==> src/mocr_params.svh <==
`ifndef MOCR_PARAMS_SVH
`define MOCR_PARAMS_SVH

// Register byte offsets
`define MOCR_OFF_TAPMOD 5'h00
`define MOCR_OFF_RANGE 5'h02
`define MOCR_OFF_LOOPMD 5'h04
`define MOCR_OFF_REFSEL 5'h06
`define MOCR_OFF_SRCSEL 5'h08
`define MOCR_OFF_DIVSEL 5'h0a
`define MOCR_OFF_XTAL 5'h0c
`define MOCR_OFF_FAULT 5'h0e
`define MOCR_OFF_REQCTL 5'h10
`define MOCR_OFF_EXTRA 5'h12

// Reset values
`define MOCR_RST_TAPMOD 16'h0000
`define MOCR_RST_RANGE 16'h0020
`define MOCR_RST_LOOPMD 16'h101f
`define MOCR_RST_REFSEL 16'h0000
`define MOCR_RST_SRCSEL 16'h0044
`define MOCR_RST_DIVSEL 16'h0000
`define MOCR_RST_XTAL 16'hc1cd
`define MOCR_RST_FAULT 16'h0703
`define MOCR_RST_REQCTL 16'h0707
`define MOCR_RST_EXTRA 16'h0000

// Field positions
`define MOCR_TAP_HI 12
`define MOCR_TAP_LO 8
`define MOCR_MOD_HI 7
`define MOCR_MOD_LO 3
`define MOCR_TAPMOD_MASK 16'h1ff8
`define MOCR_FAULT_TAP_BIT 1
`define MOCR_REQEN_BIT 4
`define MOCR_TAP_MIN 5'h00
`define MOCR_TAP_MAX 5'h1f
`define MOCR_NREG 10

`endif

==> src/mocr_pkg.sv <==
package mocr_pkg;
   typedef logic [15:0] mocr_word_t;
   typedef enum logic [1:0] {MOCR_IDLE, MOCR_ACK} mocr_bus_e;
   typedef struct packed {
      mocr_word_t [9:0] regs;
      mocr_bus_e bus;
      logic oscOn;
   } mocr_state_s;
endpackage : mocr_pkg

==> src/mocr_clock_regs.sv <==
// Operation
// RL1 - Oscillator stays off while no honoured request is present.
// RL2 - Enable is OR of unconditional and honoured conditional requests.
// RL3 - Conditional requests count only while the enable bit is set.
// RL4 - Unconditional requests always enable the oscillator.
// RL5 - Flash controller requests only during write or erase.
// RL6 - Converter requests for whole conversion when using this oscillator.
// RL7 - New request while running leaves oscillator running, no restart.
// RL8 - Every register accepts word and byte accesses.
// RL9 - Even byte holds bits 7-0, odd byte holds bits 15-8.
// RL10 - Tap field in bits 12-8, reset zero, writable, loop adjusted.
// RL11 - Modulation counter in bits 7-3, reset zero, loop adjusted.
// RL12 - Counter wrap 31 to 0 increments tap field.
// RL13 - Counter wrap 0 to 31 decrements tap field.
// RL14 - Bits 15-13 and 2-0 read zero, ignore writes.
// RL15 - Tenth register optional, removed by build parameter.
// RL16 - Tap fault flag set while tap field is 0 or 31.
// RL17 - Tap and counter form one 10-bit up/down counter.
`timescale 1ns/1ps
`default_nettype none
`include "mocr_params.svh"

module mocr_clock_regs
   import mocr_pkg::*;
#(
   parameter bit HAS_EXTRA = 1'b1
) (
   input wire logic clk,
   input wire logic rst,
   input wire logic wbCyc,
   input wire logic wbStb,
   input wire logic wbWe,
   input wire logic [4:0] wbAdr,
   input wire logic [1:0] wbSel,
   input wire logic [15:0] wbDatW,
   output logic [15:0] wbDatR,
   output logic wbAck,
   output logic wbErr,
   input wire logic [7:0] uncondReq,
   input wire logic [7:0] condReq,
   input wire logic loopUp,
   input wire logic loopDown,
   output logic moduleOscEnable,
   output logic tapFaultFlag
);

   // ----------------------------------------
   // Decode helpers
   // ----------------------------------------
   function automatic logic [3:0] regIndex(input logic [4:0] adr);
      regIndex = 4'(adr[4:1]);
   endfunction : regIndex

   function automatic logic regValid(input logic [4:0] adr);
      regValid = (adr[4:1] < 4'd9) || (HAS_EXTRA && adr[4:1] == 4'd9);
   endfunction : regValid

   function automatic mocr_word_t resetVal(input int i);
      case (i)
         0: resetVal = `MOCR_RST_TAPMOD;
         1: resetVal = `MOCR_RST_RANGE;
         2: resetVal = `MOCR_RST_LOOPMD;
         3: resetVal = `MOCR_RST_REFSEL;
         4: resetVal = `MOCR_RST_SRCSEL;
         5: resetVal = `MOCR_RST_DIVSEL;
         6: resetVal = `MOCR_RST_XTAL;
         7: resetVal = `MOCR_RST_FAULT;
         8: resetVal = `MOCR_RST_REQCTL;
         default: resetVal = `MOCR_RST_EXTRA;
      endcase
   endfunction : resetVal

   mocr_state_s st_r;
   mocr_state_s st_nxt;
   mocr_word_t rd_r;
   mocr_word_t rd_nxt;
   logic err_r;
   logic err_nxt;
   logic [9:0] cnt;
   logic [9:0] cntNxt;
   logic req;
   logic [3:0] idx;
   mocr_word_t byteMask;

   // ----------------------------------------
   // Oscillator request combine
   // ----------------------------------------
   always_comb begin
      // RL3 conditional gating
      // RL4 unconditional always
      // RL2 one combined enable
      req = (|uncondReq) ||
         ((|condReq) && st_r.regs[8][`MOCR_REQEN_BIT]);
   end

   // ----------------------------------------
   // Next state
   // ----------------------------------------
   always_comb begin
      st_nxt = st_r;
      rd_nxt = rd_r;
      err_nxt = 1'b0;
      idx = regIndex(wbAdr);
      // RL9 byte lanes
      byteMask = {{8{wbSel[1]}}, {8{wbSel[0]}}};
      // RL1 off without request
      // RL7 stays on, no restart
      st_nxt.oscOn = req;
      // RL17 joint up/down counter
      cnt = {st_r.regs[0][`MOCR_TAP_HI:`MOCR_TAP_LO],
             st_r.regs[0][`MOCR_MOD_HI:`MOCR_MOD_LO]};
      cntNxt = cnt;
      // RL12 carry into tap
      if (loopUp && !loopDown) begin
         cntNxt = cnt + 10'h001;
      // RL13 borrow from tap
      end else if (loopDown && !loopUp) begin
         cntNxt = cnt - 10'h001;
      end
      // RL10 tap field
      // RL11 modulation counter
      st_nxt.regs[0] = {3'h0, cntNxt, 3'h0};
      case (st_r.bus)
         MOCR_IDLE: begin
            if (wbCyc && wbStb) begin
               st_nxt.bus = MOCR_ACK;
               // RL15 optional register
               if (!regValid(wbAdr)) begin
                  err_nxt = 1'b1;
                  rd_nxt = 16'h0000;
               end else if (wbWe) begin
                  // RL8 word or byte write
                  st_nxt.regs[idx] = (st_r.regs[idx] & ~byteMask) |
                     (wbDatW & byteMask);
                  // RL14 reserved bits zero
                  if (idx == 4'd0) begin
                     st_nxt.regs[0] = st_nxt.regs[0] & `MOCR_TAPMOD_MASK;
                  end
               end else begin
                  rd_nxt = st_r.regs[idx] & byteMask;
               end
            end
         end
         MOCR_ACK: begin
            st_nxt.bus = MOCR_IDLE;
         end
         default: begin
            st_nxt.bus = MOCR_IDLE;
         end
      endcase
   end

   // ----------------------------------------
   // Registers
   // ----------------------------------------
   always_ff @(posedge clk) begin
      if (rst) begin
         for (int i = 0; i < `MOCR_NREG; i++) begin
            st_r.regs[i] <= resetVal(i);
         end
         st_r.bus <= MOCR_IDLE;
         st_r.oscOn <= 1'b0;
         rd_r <= 16'h0000;
         err_r <= 1'b0;
      end else begin
         st_r <= st_nxt;
         rd_r <= rd_nxt;
         err_r <= err_nxt;
      end
   end

   // ----------------------------------------
   // Outputs
   // ----------------------------------------
   assign wbAck = (st_r.bus == MOCR_ACK) && !err_r;
   assign wbErr = (st_r.bus == MOCR_ACK) && err_r;
   assign wbDatR = rd_r;
   assign moduleOscEnable = st_r.oscOn;
   // RL16 tap fault
   assign tapFaultFlag =
      (st_r.regs[0][`MOCR_TAP_HI:`MOCR_TAP_LO] == `MOCR_TAP_MIN) ||
      (st_r.regs[0][`MOCR_TAP_HI:`MOCR_TAP_LO] == `MOCR_TAP_MAX);

endmodule : mocr_clock_regs
`default_nettype wire

==> config.mk <==
export PLATFORM = sky130hd
export DESIGN_NAME = mocr_clock_regs
export DESIGN_NICKNAME = d
export VERILOG_FILES = /design/src/mocr_pkg.sv /design/src/mocr_clock_regs.sv
export VERILOG_INCLUDE_DIRS = /design/src
export SDC_FILE = /design/constraint.sdc
export NUM_CORES = 1
export LEC_CHECK = 0
export ABC_AREA = 1
export BUFFER_PORTS_ARGS = -buffer_cell sky130_fd_sc_hd__buf_4
export CORE_MARGIN = 8
export CORE_UTILIZATION = 28
export DETAILED_ROUTE_END_ITERATION = 6
export PLACE_DENSITY = 0.41
export SYNTH_ARGS = -nofsm -noshare
export SYNTH_HDL_FRONTEND = slang
export SYNTH_SLANG_ARGS = --single-unit
==> constraint.sdc <==
create_clock -name clk -period 3.6 [get_ports clk]
set_input_delay 0.54 -clock clk [delete_from_list [all_inputs] [get_ports clk]]
set_output_delay 0.54 -clock clk [all_outputs]
set_load 0.1 [all_outputs]
==> summary by stage <==
Timing
After routing, the total negative slack on setup checks comes to 0 ns. The ratio of final minimum period to clock period is between 60% and 70%. Derived from the worst setup path, the maximum achievable clock frequency is 0.445 GHz. At the pin with the least slew margin, the transition time is 0.732 ns.

The remaining max-slew budget at the tightest pin is approximately 51%. The max-slew violation count was 0. The worst path in the final design needs a cycle of roughly 2.2 ns, including I/O delays and setup. The least setup slack across all paths after layout is ~1.4 ns.

The final setup violation count is 0. The hold violation count in the final report is 0. Setup repair after global routing left no endpoint under its margin. Between clock sinks in the finished design, the worst skew comes to between 0.01 and 0.015 ns.

Yosys
The register bit count reported by yosys is 179. The post-synthesis cell area is 0.00967 mm2. The most used flip-flop cell after synthesis is sky130_fd_sc_hd__dfxtp_1. Summing the sequential cell areas from Yosys gives 37.1% of the chip area. In this run the mean area of a mapped cell was 6.00 um2. Sorting the synthesized cells by how often they occur yields sky130_fd_sc_hd__nand2_1 (582), sky130_fd_sc_hd__inv_1 (225), sky130_fd_sc_hd__nand3_1 (181). Yosys mapped the design onto 33 distinct sky130hd cell types. The share of flip-flops with an asynchronous set or reset is 0%. After technology mapping, the gate count stands at 1611. The synthesized design contains 0 enable-type register cells. The most common cell in the synthesized netlist is sky130_fd_sc_hd__nand2_1.

The cell type with the largest total area after synthesis is sky130_fd_sc_hd__dfxtp_1. In the post-synthesis netlist, the biggest area contributors are sky130_fd_sc_hd__dfxtp_1 (37%), sky130_fd_sc_hd__nand2_1 (23%), sky130_fd_sc_hd__nand3_1 (9.4%). The proportion of netlist area held by the largest area contributor is 37.1%.

The number of warnings printed during yosys synthesis is 0.

Floorplan
The floorplan step set the die width to 202 um. During I/O placement, the number of pins put on the boundary was 66. The die covers 0.0407 mm2. The die boundary height is 202 um. The effective utilization at floorplan is 28.2%.

The area of the placeable core is approximately 0.034 mm2. The number of standard-cell rows in the floorplan is around 70.

Min path
The instance count along the most critical hold path is 3. The path class of the lowest-slack min-delay path is in2reg.

Clocking
The buffers inserted during post-CTS setup optimization is 0. The number of gates resized after CTS was 0. The total clock buffers created by CTS is 17. The number of hold buffers added after CTS was 0. The clock tree synthesis step divided the H-tree into 4 levels. TritonCTS built the clock tree. The clock-pin slew on the worst setup and hold paths is 0.07 ns. The maximum number of buffers from clock root to sink is 2.

For this design, the sink count on the clock tree is 179. The clock latency on the worst-skew pair is 0.45 ns. The buffer type at the clock tree root is sky130_fd_sc_hd__clkbuf_16.

Final layout
The synthesis-to-layout area growth is 16.1%. After the flow finishes, the layout carries non-filler instances totaling between 2k and 2.5k. Cells with a size suffix above 1 make up 9.96% of the layout. The final net count is 1702. The number of antenna diodes in the final layout is 0.

GRT
The number of global-route vias before repair was 9559. The number of antenna violations at the first check in global routing is 0. The overall global routing resource usage is 17.1%. The overall overflow remaining after global route is 0. The first global-routing pass estimated 54600 um of wire. Entering global routing, the biggest net connects 79 pins.

Drt
In the routed design, unresolved DRC markers number 0. After detailed routing, the number of vias per cell comes to 4.58. The routed wire length is 34700 um. For this block, the initial DRC count from the detailed router was 590.

The total via count after detailed routing is 9718. The count of nets left with antenna violations after detail routing is 0. The wire length per cell after detailed routing is about 16 um. The first detailed-routing pass took 5 iterations.

Power and ir drop
The power density normalized to cell area is 397 mW/mm2. Across the VDD grid, the largest voltage drop is 0.370 mV. Overall power consumption after layout is estimated at 0.00446 W.

In this run the static leakage power is 5.56 nW.

Worst setup path
The depth of the worst register-to-register path is 9. The kind of capture point of the worst setup path is a primary output. Of all nets on the critical path, the largest fanout is 6. The worst setup path is launched from a flop. The critical path goes through inv_1 -> nand2_1 -> nor2_1 -> nand2_1 -> nand2_1 -> buf_4. The cell family contributing the most delay on the critical path is simple AND/OR/NAND/NOR gates. The worst setup path is of the reg2out kind.

The slowest cell on the critical path is sky130_fd_sc_hd__dfxtp_1. The critical path crosses 6 cells after its start point. The arrival time of the worst setup path is 1.71 ns. For the worst setup path, the data required time is 3.06 ns.

The slack of the worst reg-to-reg path is between 1 and 1.5 ns. The number of buffers and inverters on the critical path is 2. The most prevalent standard cell on the critical path is sky130_fd_sc_hd__nand2_1.

The largest stage delay on the critical path is 0.37 ns.

Place
The number of buffer cells added on primary ports is 64. The half-perimeter wire length of the detailed placement result is approximately 23000 um. The number of cells after detailed placement is 2090.

The weighted congestion at the end of routability-driven global placement is 0.780. The worst setup slack after placement is 0.887 ns.

Run
Max-cap violations in this run came to 0.

Run status
The run finished with clean final reports.
-- worst paths after layout --
| kind | start | end |
|---|---|---|
| setup / recovery | cnt[5] | tapFaultFlag |
| hold / removal | uncondReq[6] | moduleOscEnable |
| setup reg to reg | st_r[1] | st_r[129] |
| hold reg to reg | wbDatR[3] | wbDatR[3] |
-- sequential cells by signal, indices dropped and copies added, names as in the netlist --
register / cells
cnt: 10
err_r: 1
moduleOscEnable: 1
st_r: 151
wbDatR: 16
-- worst reg2reg max path: cells and delay by family (launching register included) --
| family | cells | cell delay (ns) |
|---|---|---|
| flops | 1 | 0.34 |
| buf+inv | 4 | 0.67 |
| simple gates | 5 | 1.00 |
-- kinds of logic after synthesis --
| group | Yosys count | synth area share, % |
|---|---|---|
| adder cells (fa/ha/maj) | 2 | 0.259 |
| other | 1 | 0.0388 |
| buffers and inverters | 306 | 12.8 |
| AND/OR/NAND/NOR | 991 | 42.8 |
| flip-flops | 179 | 37.1 |
| XOR/XNOR | 1 | 0.0906 |
| AO/OA/AOI/OAI | 131 | 6.95 |
-- routing by layer --
metal | vias up | GRT usage [%] | share of wire [%]
li1 | 5005 | - | -
met1 | 4506 | 21.9 | 48
met2 | 163 | 29.3 | 47
met3 | 44 | 2.58 | 3.1
met4 | 0 | 5.11 | 1.9
met5 | - | 0 | 0
-- layout by cell type, fill, tap and decap left out, drive strengths merged, types with 2 or more instances in the layout --
cell	count
a21oi	117
buf	93
bufinv	2
clkbuf	19
clkinv	4
clkinvlp	4
conb	6
dfxtp	179
ha	2
inv	235
nand2	596
nand3	182
nand4	15
nor2	181
nor3	2
nor4	5
o21ai	12
or2	9
-- layout make-up --
class	count	area [um2]
fill	3874	23100
clock buffer	19	443
inverter	232	877
tap	455	569
sequential	179	3580
timing repair buffer	93	739
multi-input combinational	1131	4870
clock inverter	13	148
-- through the flow --
stage | hold WS [ns] | instance area [um2] | util (%)
4_1_cts | 0.360 | 11200 | 32.7
6_report | 0.385 | 11200 | 32.7
2_1_floorplan | 0.440 | 9690 | -
5_1_grt | 0.387 | 11200 | 32.7
3_5_place_dp | 0.453 | 10600 | 31.0
3_3_place_gp | 0.449 | 10600 | 31.0
-- power breakdown --
| part | internal, W | leakage (nW) | switching [W] |
|---|---|---|---|
| Combinational | 0.000131 | 3.84 | 0.000355 |
| Clock | 0.00105 | 0.277 | 0.000896 |
| Sequential | 0.00200 | 1.45 | 0.0000191 |
Note: power is estimated with default switching activity, not from simulation.
